### src/common/fw_regs.svh
// Purpose: Constants for the peripheral segment firewall
// Assumes: Included by its bare name
// Notes:   Widths, mask reset value and segment codes; types live in fw_pkg
`ifndef FW_REGS_SVH
`define FW_REGS_SVH
`define TAG_W        4
`define DTAG_W       5
`define MASK_W       32
`define MASK_RESET   32'h0000_FFFF
`define ADDR_W       32
`define DATA_W       32
`define SEG_CFG      3'h0
`define SEG_ONE      3'h1
`define SEG_TWO      3'h2
`define SEG_THREE    3'h3
`define SEG_WAKEUP   3'h4
`endif

### src/common/fw_pkg.sv
// Purpose: Types for the peripheral segment firewall
// Assumes: fw_regs.svh constants
// Notes:   None
`include "fw_regs.svh"
package fw_pkg;
  typedef logic [`TAG_W-1:0]  tag_t;
  typedef logic [`DTAG_W-1:0] dtag_t;
  typedef logic [`MASK_W-1:0] mask_t;
  typedef logic [2:0]         seg_t;
  typedef enum logic [2:0] {
    ST_IDLE  = 3'b001,
    ST_GRANT = 3'b010,
    ST_DENY  = 3'b100
  } fw_state_e;
endpackage

### src/common/fw_check_if.sv
// Purpose: Carries a permission lookup between the firewall and its checker
// Assumes: Single clock
// Notes:   Lookup is purely combinational
`timescale 1ns/100ps
interface fw_check_if;
  import fw_pkg::*;
  tag_t  tag;
  seg_t  seg;
  mask_t mask;
  dtag_t eff_tag;
  logic  allow;
  modport requester (output tag, output seg, output mask, input eff_tag, input allow);
  modport checker_side (input tag, input seg, input mask, output eff_tag, output allow);
endinterface

### src/rtl/fw_tag_check.sv
// Purpose: Derive the effective initiator tag and test its member bit
// Assumes: Tag widths from fw_regs.svh
// Notes:   Segment three sees tags doubled by the interconnect
`timescale 1ns/100ps
`include "fw_regs.svh"
module fw_tag_check (
  fw_check_if.checker_side chk
);
  import fw_pkg::*;

  function automatic dtag_t eff_tag_of(input tag_t t, input seg_t s);
    if (s == `SEG_THREE) begin
      eff_tag_of = {t, 1'b0};
    end else begin
      eff_tag_of = {1'b0, t};
    end
  endfunction

  always_comb begin
    chk.eff_tag = eff_tag_of(chk.tag, chk.seg);
    chk.allow   = chk.mask[chk.eff_tag];
  end
endmodule

### src/rtl/peripheral_segment_firewall.sv
// Purpose: Admit or block accesses on one peripheral segment by initiator tag
// Assumes: Mask is written by software through the mask write port
// Notes:   One access in flight; answer after one registered decision cycle
`timescale 1ns/100ps
`include "fw_regs.svh"
module peripheral_segment_firewall (
  input  wire  logic               i_clk,
  input  wire  logic               i_resetn,
  input  wire  fw_pkg::seg_t       i_segment,
  input  wire  logic               i_mask_wr,
  input  wire  fw_pkg::mask_t      i_mask_wdata,
  input  wire  logic               i_err_clear,
  input  wire  logic               i_req_valid,
  output logic                     o_req_ready,
  input  wire  fw_pkg::tag_t       i_initiator_tag,
  input  wire  logic [`ADDR_W-1:0] i_req_addr,
  input  wire  logic               i_req_write,
  input  wire  logic [`DATA_W-1:0] i_req_wdata,
  output logic                     o_tgt_valid,
  output logic [`ADDR_W-1:0]       o_tgt_addr,
  output logic                     o_tgt_write,
  output logic [`DATA_W-1:0]       o_tgt_wdata,
  output logic                     o_deny,
  output fw_pkg::mask_t            o_protection_group_member_mask,
  output logic                     o_err_valid,
  output fw_pkg::dtag_t            o_doubled_initiator_tag,
  output logic [`ADDR_W-1:0]       o_err_addr
);
  import fw_pkg::*;

  fw_check_if chk ();
  fw_tag_check u_check (.chk(chk));

  fw_state_e           state, next_state;
  mask_t               mask, next_mask;
  logic [`ADDR_W-1:0]  addr, next_addr;
  logic                wr, next_wr;
  logic [`DATA_W-1:0]  wdata, next_wdata;
  logic                err_valid, next_err_valid;
  dtag_t               err_tag, next_err_tag;
  logic [`ADDR_W-1:0]  err_addr, next_err_addr;
  logic                take;

  assign chk.tag  = i_initiator_tag;
  assign chk.seg  = i_segment;
  assign chk.mask = mask;

  // Ready drops for the answer cycle, so takes are never back to back
  assign o_req_ready = (state == ST_IDLE);
  assign take        = i_req_valid && o_req_ready;

  always_comb begin
    next_state     = state;
    next_addr      = addr;
    next_wr        = wr;
    next_wdata     = wdata;
    next_mask      = mask;
    next_err_valid = err_valid;
    next_err_tag   = err_tag;
    next_err_addr  = err_addr;
    // An access in the same cycle as a write is still judged by the old mask
    if (i_mask_wr) begin
      next_mask = i_mask_wdata;
    end
    if (i_err_clear) begin
      next_err_valid = 1'b0;
    end
    case (state)
      ST_IDLE: begin
        if (take) begin
          next_addr  = i_req_addr;
          next_wr    = i_req_write;
          next_wdata = i_req_wdata;
          if (chk.allow) begin
            next_state = ST_GRANT;
          end else begin
            next_state = ST_DENY;
            // First violation is kept; a new one wins over a clear
            if (!err_valid || i_err_clear) begin
              next_err_valid = 1'b1;
              next_err_tag   = chk.eff_tag;
              next_err_addr  = i_req_addr;
            end
          end
        end
      end
      ST_GRANT: next_state = ST_IDLE;
      ST_DENY:  next_state = ST_IDLE;
      default:  next_state = ST_IDLE;
    endcase
  end

  always_ff @(posedge i_clk or negedge i_resetn) begin
    if (!i_resetn) begin
      state     <= ST_IDLE;
      mask      <= `MASK_RESET;
      addr      <= '0;
      wr        <= 1'b0;
      wdata     <= '0;
      err_valid <= 1'b0;
      err_tag   <= '0;
      err_addr  <= '0;
    end else begin
      state     <= next_state;
      mask      <= next_mask;
      addr      <= next_addr;
      wr        <= next_wr;
      wdata     <= next_wdata;
      err_valid <= next_err_valid;
      err_tag   <= next_err_tag;
      err_addr  <= next_err_addr;
    end
  end

  assign o_tgt_valid                    = (state == ST_GRANT);
  assign o_deny                         = (state == ST_DENY);
  assign o_tgt_addr                     = addr;
  assign o_tgt_write                    = wr;
  assign o_tgt_wdata                    = wdata;
  assign o_protection_group_member_mask = mask;
  assign o_err_valid                    = err_valid;
  assign o_doubled_initiator_tag        = err_tag;
  assign o_err_addr                     = err_addr;

  // Checks
  logic   past_valid;
  logic   allow_q;
  always_ff @(posedge i_clk or negedge i_resetn) begin
    if (!i_resetn) begin
      past_valid <= 1'b0;
      allow_q    <= 1'b0;
    end else begin
      past_valid <= 1'b1;
      allow_q    <= chk.allow;
    end
  end
endmodule

### config.mk
export PLATFORM = sky130hd
export DESIGN_NAME = peripheral_segment_firewall
export DESIGN_NICKNAME = d
export VERILOG_FILES = /design/src/common/fw_pkg.sv /design/src/common/fw_check_if.sv /design/src/rtl/fw_tag_check.sv /design/src/rtl/peripheral_segment_firewall.sv
export VERILOG_INCLUDE_DIRS = /design/src /design/src/common
export SDC_FILE = /design/constraint.sdc
export NUM_CORES = 1
export LEC_CHECK = 0
export ABC_CLOCK_PERIOD_IN_PS = 2400
export BUFFER_PORTS_ARGS = -buffer_cell sky130_fd_sc_hd__buf_2
export CORE_ASPECT_RATIO = 2
export CORE_UTILIZATION = 43
export CTS_CLUSTER_SIZE = 28
export DETAILED_ROUTE_END_ITERATION = 7
export PLACE_DENSITY = 0.76
export SYNTH_ARGS = -nofsm -noshare
export SYNTH_HDL_FRONTEND = slang
export SYNTH_HIERARCHICAL = 1
export SYNTH_SLANG_ARGS = --single-unit
### constraint.sdc
create_clock -name i_clk -period 2.4 [get_ports i_clk]
set_clock_uncertainty 0.1 [all_clocks]
set_input_delay 0.48 -clock i_clk [delete_from_list [all_inputs] [get_ports i_clk]]
set_output_delay 0.48 -clock i_clk [all_outputs]
set_load 0.01 [all_outputs]
# Yosys cells after proc, flatten, opt, wreduce, memory -nomap -nowiden
# Index checks and enable logic that the tools add are counted.
# word_totals
input_bits,109
word_cells,31
reg_bits,138
out_inout_bits,138
# classes
n_reduce_logical,5
muxes,11
bitwise_logic,1
magnitude_cmp,1
eq_ne,5
# ops
operator,count
3-bit 2-to-1 mux,3
3-bit by 2-bit == test with 1-bit output (second input constant),2
5-bit by 6-bit less-than comparator with 1-bit output (second input constant),1
1-bit 2-to-1 mux,6
1-bit binary-select mux with 5-bit select,1
5-bit 2-to-1 mux,1
4-bit AND reduction,1
3-bit by 1-bit == test with 1-bit output (second input constant),1
3-bit == test (second input constant),1
2-bit by 1-bit inequality test with 1-bit output (second input constant),1
2-bit AND reduction,1
1-bit logical AND,1
1-bit zero test,1
1-bit logical OR,1
1-bit NOT,1

# Logic depth before layout (Yosys ltp)
# Gate-level depths: netlist of the first run.
# depth
word_depth,7
depth_mapped,10
depth_no_buf,7

# Modules after synthesis
# Netlist of the first run, hierarchy kept.
# modules_own_cells
mod,area_each_um2,n_inst,cells_per_inst,seq_area_each_um2
peripheral_segment_firewall,5144.9,1,296,3474.6
fw_tag_check,596.8,1,87,0.0

# Worst setup path before layout of the first run
# No wires, ideal clock.
# synth_timing
path_kind,in2reg
start,input port i_segment[2]
end,register err_addr[11] (netlist: o_err_addr[11])
setup_time_ps,125
path_buffers,2
setup_slack_ps,-196
cell_stages,9
arrival_time_ps,2371
t_required_ps,2175
cell_sequence,and3b_1 -> buf_6 -> nor2_1 -> o32ai_1 -> o2111a_1 -> a41oi_2 -> nor3_4 -> buf_6 -> mux2_2
# synth_via
elab_chain_len,6
# synth_lines
element,line_no,text
start: declaration,peripheral_segment_firewall.sv:9,"input wire fw_pkg::seg_t i_segment,"
3-bit by 2-bit == test with 1-bit output (no line),-,
5-bit 2-to-1 mux,fw_tag_check.sv:12,if (s == `SEG_THREE) begin
1-bit binary-select mux with 5-bit select,fw_tag_check.sv:21,chk.allow = chk.mask[chk.eff_tag];
1-bit 2-to-1 mux (implied by the code),fw_tag_check.sv:21,
net chk.allow,fw_check_if.sv:11,logic allow;
1-bit NOT (no line),-,
4-bit AND reduction (no line),-,
end signal: assignment,peripheral_segment_firewall.sv:111,err_addr <= next_err_addr;
end: declaration,peripheral_segment_firewall.sv:41,"logic [`ADDR_W-1:0] err_addr, next_err_addr;"
# The timed path passes the listed nets, and every way through them passes these cells. The select of a mux whose other input is x is not followed.
# A chain may end at the register's enable or synchronous reset.

# Worst setup path in the final report of the first run
# layout_timing
start,input port i_segment[2]
end,register err_addr[2] (netlist: o_err_addr[2])
# Same word-level chain as after synthesis.

==> results of run 1 <==
final timing paths:
path,startpoint,to,slack (ns),cells past startpoint
min in group asynchronous,i_resetn,o_protection_group_member_mask[20],0.53,2
min,i_mask_wdata[18],o_protection_group_member_mask[18],0.20,2
max reg2reg,o_protection_group_member_mask[16],o_err_addr[2],0.06,8
max in group asynchronous,i_resetn,o_tgt_addr[21],1.01,3
max,i_segment[2],o_err_addr[2],0.02,11
min reg2reg,o_tgt_wdata[11],o_tgt_wdata[11],0.40,1
metrics by stage:
step	hold slack (ns)	TNS [ns]	cell area, µm²	cells
floorplan	0.0844	-1.67	5830	383
global placement	0.365	-8.81	7380	785
detailed placement	0.374	-14.24	7380	785
CTS	0.184	0	8030	818
global route	0.182	-0.757	8150	821
finish	0.204	0	8150	821
critical path: cells and delay by family:
kind,cells,cell delay (ns)
buffers and inverters,4,0.65
AND/OR/NAND/NOR,3,0.56
AO/OA/AOI/OAI,3,0.50
multiplexers,1,0.34
cell families after synthesis:
| kind of cell | Yosys count | share of synthesized area |
|---|---|---|
| buf+inv | 25 | 0.0277 |
| compound gates | 27 | 0.0346 |
| mux | 142 | 0.277 |
| simple gates | 51 | 0.0556 |
| flops | 138 | 0.605 |
power by group through the flow:
stage	Clock [W]	Combinational, W	Sequential (W)
2_1_floorplan	0	0.00106	0.00393
3_3_place_gp	0	0.00260	0.00355
3_5_place_dp	0	0.00268	0.00359
4_1_cts	0.00288	0.00269	0.00357
5_1_grt	0.00298	0.00289	0.00365
6_report	0.00281	0.00271	0.00357
sequential cells by signal, indices dropped and copies added (netlist names):
name / flops
o_protection_group_member_mask: 32
o_err_valid: 1
o_tgt_addr: 32
o_doubled_initiator_tag: 5
o_err_addr: 32
o_tgt_wdata: 32
o_tgt_write: 1
state: 3
what timing repair did:
action,CTS,global route
gates resized for setup,0,17
setup endpoints to repair,0,37
hold endpoints to repair,40,0
hold buffers,1,0
buffers inserted,0,1
layer usage:
layer,GRT usage,up-vias
li1,-,1929
met1,0.215,2163
met2,0.414,209
met3,0.0527,32
met4,0.113,0
met5,0,-
placed cells by master (no fill, tap or decap), types with 3 or more instances in the layout:
cell / netlist / final
sky130_fd_sc_hd__nand2_1: 6 / 6
sky130_fd_sc_hd__inv_6: 0 / 3
sky130_fd_sc_hd__buf_2: 9 / 244
sky130_fd_sc_hd__bufinv_16: 0 / 4
sky130_fd_sc_hd__mux2_4: 0 / 13
sky130_fd_sc_hd__dfstp_2: 17 / 17
sky130_fd_sc_hd__nor3b_1: 6 / 4
sky130_fd_sc_hd__buf_6: 5 / 5
sky130_fd_sc_hd__mux2i_1: 7 / 6
sky130_fd_sc_hd__clkbuf_16: 0 / 18
sky130_fd_sc_hd__buf_12: 0 / 5
sky130_fd_sc_hd__buf_4: 4 / 20
sky130_fd_sc_hd__a21oi_1: 5 / 4
sky130_fd_sc_hd__dfrtp_1: 121 / 121
sky130_fd_sc_hd__nor2_1: 14 / 12
sky130_fd_sc_hd__mux2_2: 133 / 121
sky130_fd_sc_hd__clkinv_4: 0 / 3
final cells by class:
type | instances | area [µm²]
timing repair buffer | 277 | 1570
tap | 152 | 190
clock inverter | 15 | 213
fill | 996 | 4850
inverter | 2 | 7.51
multi-input combinational | 220 | 2270
sequential | 138 | 3470
clock buffer | 17 | 425
==> run summary, run 1 <==
The flow ran to the end, and the final reports show no timing, DRC or antenna violations. The synthesis-to-finish area growth works out to 41.9%. In this run, synthesis inferred 0 flip-flops with an integrated enable. The signal on the critical path passes through buf_2 -> nand3b_1 -> buf_6 -> nand3_2 -> a31oi_1 -> o21ai_1 -> a41oi_4 -> nor3_4 -> buf_6 -> buf_12 -> mux2_2.

Setup repair after global routing could not meet its margin everywhere. The cell-internal power was 0.00633 W. In this design, the stage delay of the slowest critical-path cell is 0.34 ns.

Library cell with the highest instance count after synthesis: sky130_fd_sc_hd__mux2_2. The global-route wire length before repair came out at 23.1 mm. The pin count of the biggest net entering global routing was 68. At the end of routability-driven placement, the weighted congestion stood at 0.939.

The clock tree synthesis step divided the H-tree into 4 levels. Synthesis handed over a netlist of 383 instances. The fraction of synthesis flops using an asynchronous set or reset pin came out at 1.00. The tree is rooted in a sky130_fd_sc_hd__clkbuf_16. The number of antenna violations at the first check in global routing was 0. The maximum ir drop on the vdd rail was 0.772 mV. Data arrives at the worst endpoint at 2.56 ns.

Timing would allow up to 421 MHz. For this design the static power due to leakage is 3.92 nW. The I/O pin count is 247, and the final wirelength is 15.4 mm. Power comes to 0.00908 W.

For this run, design rule violations remaining after detail routing come to 0. For the part of the Yosys area used for sequential elements, the log shows 0.605. The share of final-layout standard cells stronger than drive strength 1 works out to 0.720. The most common cell type on the critical path is sky130_fd_sc_hd__buf_6. The tools report the endpoint type of the worst setup path as a flop.

The detailed router finished its first iteration with 150 violations. The floorplan has 59 rows. For the pin with the worst max-slew slack, the measured transition is 0.711 ns.

Cell type contributing the most total cell area after synthesis: sky130_fd_sc_hd__dfrtp_1. The first detailed-routing pass took 4 iterations. The synthesis-stage register bit count is 138, and the number of buffers created by CTS is 17.

TritonCTS built the clock tree. In the final routing, the length of wire on met1 measures 5.16 mm. When the netlist entered floorplanning its net count stood at 492.

Fraction of power consumed by combinational cells: 0.298. The final layout contains 765 nets. 0 antenna diodes ended up in the layout.

No sink is reached through more buffers than the 2 on the longest clock path. The number of routed nets with antenna violations is 0. The number of failing hold endpoints at the final stage was 0; the post-route clock period utilization was 0.991. The clock share of power came out at 0.309. After synthesis, the cell types taking the most area are sky130_fd_sc_hd__dfrtp_1 53%, sky130_fd_sc_hd__mux2_2 26%, sky130_fd_sc_hd__dfstp_2 7.8%. The overall global routing resource usage came out at 0.217. In the detailed route, the total length drawn on met2 is 9.00 mm.

The logs give 0.442 for the starting utilization of the core area and 138 for the total number of clock tree sinks. The netlist uses 46 different library cells. The launching element type of the critical path is an input port. Of all nets on the critical path, the largest fanout is 14. The tools report the required time of the critical path as 2.58 ns. The class of the tightest hold or removal check is input port to flop. The switching fraction of total power is 0.303. After synthesis the cells add up to 5740 µm². The die covers 13,800 µm². The post-CTS clock slew at the launch and capture registers of the worst setup and hold paths was 0.06 ns. The count of input and output buffers came out at 246. Detailed route wirelength on metal3: 768 µm. The share of the core filled with cells in the final layout is 0.627, and the routed length per placed instance is 18.7 µm. The final critical delay including setup and external delays is 2.38 ns.

The logs give 0.393 for the proportion of power drawn by flip-flops and latches and 0.526 for the relative slew slack. Measured along the x axis, the die boundary spans 83.7 µm. The critical path in this run is classified as input port to flop. For this block, the via count after detailed routing is 4,333. Among all flip-flop cells after synthesis, the most frequent one is sky130_fd_sc_hd__dfrtp_1.

The source-to-sink clock delay at the later pin of the worst-skew pair came out at 0.40 ns. The number of global-route vias before repair is 4,613. Using the TritonRoute via totals, the vias-per-cell ratio works out to 5.28. Each instance of the synthesized netlist takes up on average 15.0 µm².

The logs give 6 for the yosys synthesis warning count and 0 for the count of max-cap constraint violations. Area share of the largest cell type after synthesis: 0.527. Post-detailed-placement half-perimeter wirelength: 11.3 mm. The total overflow left after global routing is 0. In the post-route analysis, the smallest setup slack over all paths is 0.0226 ns. The setup violation total in the final timing report was 0; the setup slack at placement was -0.409 ns.

The commonest cells after synthesis are 133 x sky130_fd_sc_hd__mux2_2, 121 x sky130_fd_sc_hd__dfrtp_1, 17 x sky130_fd_sc_hd__dfstp_2. The vertical die dimension was 165 µm. For the switching power of the nets, the log shows 0.00276 W. The number of pins with negative max-slew slack in the final report came out at 0. The core region is 13,000 µm². Dividing total power by cell area gives a power density of 1110 nW/µm².

The largest individual stage delay along the critical path comes from the cell sky130_fd_sc_hd__mux2_2. The top metal layer carrying routed signals was met4.
No activity file was read; power rests on OpenSTA's default activity.
==> inputs of run 2 (changes only) <==
--- a/config.mk
+++ b/config.mk
@@ -6,9 +6,11 @@
 export SDC_FILE = /design/constraint.sdc
 export NUM_CORES = 1
 export LEC_CHECK = 0
+export ABC_AREA = 1
 export ABC_CLOCK_PERIOD_IN_PS = 2400
 export BUFFER_PORTS_ARGS = -buffer_cell sky130_fd_sc_hd__buf_2
 export CORE_ASPECT_RATIO = 2
+export CORE_MARGIN = 2
 export CORE_UTILIZATION = 43
 export CTS_CLUSTER_SIZE = 28
 export DETAILED_ROUTE_END_ITERATION = 7
==> run 2 against run 1 <==
Synthesized cell count rose by 67%. Global-route usage rose by 0.24 points. Die area rose by 6.1%. Worst setup slack improved by 0.40 ns. Register-to-register slack improved by 0.53 ns. Maximum frequency rose by 20%. Worst hold slack got worse by 0.036 ns. Sequential share of layout area rose by 1.4 points. Critical path depth rose by 5. Clock power fell by 7%. Critical path type unchanged. Highest routed layer is now met5.
==> run summary, run 2 <==
The total number of clock tree sinks is 138 (unchanged). The required time of the critical path was 2.59 ns (was 2.58 ns); the routed length per placed instance was 15.2 µm (was 18.7 µm). The number of routed nets with antenna violations is 0 (unchanged), and the global-route wire length before repair is 25.1 mm (was 23.1 mm).

Most used routing layer: met2 (unchanged). The largest stage delay on the critical path is 0.20 ns (was 0.34 ns). The area share of the largest cell type after synthesis works out to 0.514 (was 0.527).

For the final wirelength, the log shows 16.1 mm (was 15.4 mm). The path type of the worst setup path is input port to flop (unchanged). The tools report the part of the Yosys area used for sequential elements as 0.590 (was 0.605). The cell type contributing the most total cell area after synthesis was sky130_fd_sc_hd__dfrtp_1 (unchanged). The number of vias per cell was 4.88 (was 5.28).

Yosys synthesis warning count: 6 (unchanged). The dominant synthesized flop cell is sky130_fd_sc_hd__dfrtp_1 (unchanged). The cell count after synthesis is 639 (was 383), and the maximum ir drop on the vdd rail is 0.449 mV (was 0.772 mV).

Endpoint type of the worst setup path: a flop (unchanged). Class of the tightest hold or removal check: input port to flop (unchanged). The final critical delay including setup and external delays is 1.98 ns (was 2.38 ns). The tools report the total nets after synthesis as 748 (was 492). TritonCTS built the clock tree. Synthesis-to-finish area growth: 34.1% (was 41.9%).

Most common cell type on the critical path: sky130_fd_sc_hd__nand2_1 (was sky130_fd_sc_hd__buf_6). Setup repair after global routing left no endpoint under its margin. The per-instance average area after synthesis works out to 9.21 µm² (was 15.0 µm²).

Count of input and output buffers: 246 (unchanged). The vertical die dimension was 169 µm (was 165 µm); the number of levels the H-tree was split into was 4 (unchanged). The tools report the count of max-cap constraint violations as 0 (unchanged). The worst slack on hold paths was 0.169 ns (was 0.204 ns); the maximum fanout along the worst path was 35 (was 14). The share of final-layout standard cells stronger than drive strength 1 was 0.393 (was 0.720); the fraction of synthesis flops using an asynchronous set or reset pin was 1.00 (unchanged). The die outline area is 14,700 µm² (was 13,800 µm²). The data arrival time of the critical path is 2.16 ns (was 2.56 ns). The switching fraction of total power came out at 0.347 (was 0.303). The slew at the pin with the worst max-slew slack works out to 0.685 ns (was 0.711 ns). The tools report the source-to-sink clock delay at the later pin of the worst-skew pair as 0.40 ns (about the same). The cell with the largest stage delay on the worst path is sky130_fd_sc_hd__buf_12 (was sky130_fd_sc_hd__mux2_2). Most area-consuming cells after synthesis: sky130_fd_sc_hd__dfrtp_1 51%, sky130_fd_sc_hd__nand2_1 20%, sky130_fd_sc_hd__dfstp_2 7.6% (was sky130_fd_sc_hd__dfrtp_1 53%, sky130_fd_sc_hd__mux2_2 26%, sky130_fd_sc_hd__dfstp_2 7.8%). The met2 routing resource usage after global routing is 0.409 (was 0.414), and the detailed-routing iteration count for the pre-antenna-repair pass is 4 (unchanged). The post-route clock period utilization works out to 0.823 (was 0.991). The tools report the launching element type of the critical path as an input port (unchanged).

The relative slew slack came out at 0.543 (was 0.526). The post-CTS clock slew at the launch and capture registers of the worst setup and hold paths came out at 0.06 ns (about the same). The logs give 247 (unchanged) for the I/O pin count and 0 (unchanged) for the number of failing hold endpoints at the final stage. The tools report the count of vias placed by the detailed router as 5,148 (was 4,333). The run gives 60 (was 59) as the number of rows in the core area.

The logs give 0 ns (unchanged) for the final-layout setup total negative slack and 0.241 (was 0.215) for the fraction of met1 tracks used by global routing. The logs give 0.00305 W (was 0.00276 W) for the switching power of the nets and 0 (unchanged) for the setup violation total in the final timing report. For the cell-internal power, the log shows 0.00575 W (was 0.00633 W). The number of global-route vias before repair was 5,003 (was 4,613); the number of enable-type register cells in the synthesized netlist was 0 (unchanged). The logs give 13,400 µm² (was 13,000 µm²) for the area of the core and 0 (unchanged) for the buffers inserted during post-CTS setup optimization.

Top cells by instance count after synthesis: 306 x sky130_fd_sc_hd__nand2_1, 121 x sky130_fd_sc_hd__dfrtp_1, 37 x sky130_fd_sc_hd__nand4_1 (was 133 x sky130_fd_sc_hd__mux2_2, 121 x sky130_fd_sc_hd__dfrtp_1, 17 x sky130_fd_sc_hd__dfstp_2). The library cell with the highest instance count after synthesis is sky130_fd_sc_hd__nand2_1 (was sky130_fd_sc_hd__mux2_2). CP Cell Sequence: buf_2 -> nand3_4 -> nand2_4 -> inv_2 -> nand2_1 -> nand3_1 -> nand3_1 -> nand3_1 -> nand2_1 -> nand2_1 -> nand2_1 -> inv_1 -> nand4_2 -> buf_12 -> nand2_1 -> nand2_1 (was buf_2 -> nand3b_1 -> buf_6 -> nand3_2 -> a31oi_1 -> o21ai_1 -> a41oi_4 -> nor3_4 -> buf_6 -> buf_12 -> mux2_2).

The leakage dissipation is 4.46 nW (was 3.92 nW), and the post-synthesis instance area is 5890 µm² (was 5740 µm²). The global placer's final weighted congestion is 0.814 (was 0.939), and the final routed DRC violation total is 0 (unchanged). The run gives 25 (was 46) as the number of distinct library cell variants in the gate-level netlist after synthesis. For the proportion of power drawn by flip-flops and latches, the log shows 0.402 (was 0.393). Most common cell after layout, fill and taps aside: sky130_fd_sc_hd__nand2_1 (was sky130_fd_sc_hd__buf_2).

The die width was 86.7 µm (was 83.7 µm); the pin count of the biggest net entering global routing was 90 (was 68). The tools report the cell at the root of the clock tree as sky130_fd_sc_hd__clkbuf_16 (unchanged). Overall global routing resource usage: 0.220 (was 0.217). The fmax was 506 MHz (was 421 MHz).

The run gives 0.438 (was 0.442) as the starting utilization of the core area. The synthesis-stage register bit count was 138 (unchanged). The met3 track demand over resource in global routing came out at 0.0379 (was 0.0527). The top cell family by delay on the critical path is simple AND/OR/NAND/NOR gates (was buffers and inverters).

For the fraction of power consumed by combinational cells, the log shows 0.301 (was 0.298). The tools report the number of DRC markers after the initial detailed-route iteration as 311 (was 150). Clock share of power: 0.297 (was 0.309). Buffer levels on the longest clock path: 2 (unchanged). The flow ran to the end, and the final reports show no timing, DRC or antenna violations.

The buffers plus inverters on the worst setup path is 4 (unchanged), and the number of nets in the finished design is 994 (was 765). Top library cells by usage in the layout, fill and taps aside: 306 x sky130_fd_sc_hd__nand2_1, 245 x sky130_fd_sc_hd__buf_2, 121 x sky130_fd_sc_hd__dfrtp_1 (was 244 x sky130_fd_sc_hd__buf_2, 121 x sky130_fd_sc_hd__mux2_2, 121 x sky130_fd_sc_hd__dfrtp_1). The post-detailed-placement half-perimeter wirelength is 11.9 mm (was 11.3 mm). The number of buffers created by CTS is 17 (unchanged), and the number of pins with negative max-slew slack in the final report is 0 (unchanged). The sum of overflow across all layers after global routing was 0 (unchanged).

The power per cell area came out at 1120 nW/µm² (was 1110 nW/µm²). The number of antenna violations at the first check in global routing is 2 (was 0), and the layout filler cell count is 1,238 (was 996).
-- run 2: logic make-up (layout without fill, tap and decap cells) --
| logic type | count (synthesis) | in the layout | synth area share |
|---|---|---|---|
| simple gates | 393 | 393 | 0.286 |
| compound gates | 4 | 4 | 0.00404 |
| other cells | 0 | 1 | 0 |
| mux | 32 | 32 | 0.0612 |
| buf+inv | 72 | 331 | 0.0585 |
| flops | 138 | 138 | 0.590 |
-- run 2: routing by layer --
metal  routed length (µm)  up-vias
met3                  694       24
met4                  403        2
li1                     -     2526
met5                   13        -
met2                 9030      172
met1                 5930     2424
-- run 2: final cells by class --
type,count,area (µm²),area share
Timing Repair Buffer,263,1420,0.180
Tap cell,155,194,0.0246
Clock buffer,18,439,0.0556
Multi-Input combinational cell,429,2070,0.262
Sequential cell,138,3470,0.440
Clock inverter,14,159,0.0201
Inverter,36,135,0.0171
Antenna cell,1,2.50,0.000317
-- run 2: worst paths after layout --
kind | start | end | slack [ns] | cells after the start
hold reg to reg | o_tgt_wdata[17] | o_tgt_wdata[17] | 0.36 | 2
min in group asynchronous | i_resetn | o_err_addr[17] | 0.45 | 2
hold / removal | i_req_wdata[12] | o_tgt_wdata[12] | 0.17 | 3
max in group asynchronous | i_resetn | o_protection_group_member_mask[2] | 1.07 | 3
setup / recovery | i_segment[1] | o_err_addr[0] | 0.42 | 16
setup reg to reg | o_protection_group_member_mask[25] | o_err_addr[0] | 0.59 | 12
-- run 2: power by group through the flow --
| stage | registers, W | logic [W] | clock network, W |
|---|---|---|---|
| after floorplan | 0.00393 | 0.00101 | 0 |
| after global placement | 0.00356 | 0.00263 | 0 |
| after detailed placement | 0.00357 | 0.00268 | 0 |
| after CTS | 0.00354 | 0.00269 | 0.00267 |
| after global routing | 0.00363 | 0.00293 | 0.00276 |
| final | 0.00354 | 0.00265 | 0.00262 |
-- run 2: stage by stage --
| stage | setup slack [ns] | std cells | util | area [µm²] | power (W) |
|---|---|---|---|---|---|
| floorplan | 0.229 | 639 | - | 5890 | 0.00494 |
| global placement | 0.108 | 1020 | 0.542 | 7280 | 0.00618 |
| detailed placement | 0.0230 | 1020 | 0.542 | 7280 | 0.00625 |
| CTS | 0.437 | 1053 | 0.587 | 7890 | 0.00890 |
| global route | 0.241 | 1053 | 0.587 | 7890 | 0.00933 |
| finish | 0.424 | 1054 | 0.587 | 7890 | 0.00881 |
-- run 2: worst register-to-register path, stage by stage, from the launching register on --
cell and delay [ns]:
sky130_fd_sc_hd__dfrtp_1 0.40, sky130_fd_sc_hd__nand3b_1 0.19, sky130_fd_sc_hd__nand3_1 0.10, sky130_fd_sc_hd__nand3_1 0.08, sky130_fd_sc_hd__nand3_1 0.09, sky130_fd_sc_hd__nand2_1 0.05
sky130_fd_sc_hd__nand2_1 0.05, sky130_fd_sc_hd__nand2_1 0.06, sky130_fd_sc_hd__inv_1 0.11, sky130_fd_sc_hd__nand4_2 0.14, sky130_fd_sc_hd__buf_12 0.20, sky130_fd_sc_hd__nand2_1 0.08
sky130_fd_sc_hd__nand2_1 0.05
-- run 2: timing repair --
action                    CTS  global route
hold buffers                1             0
hold endpoints to repair   36             0
resized for setup           0             0
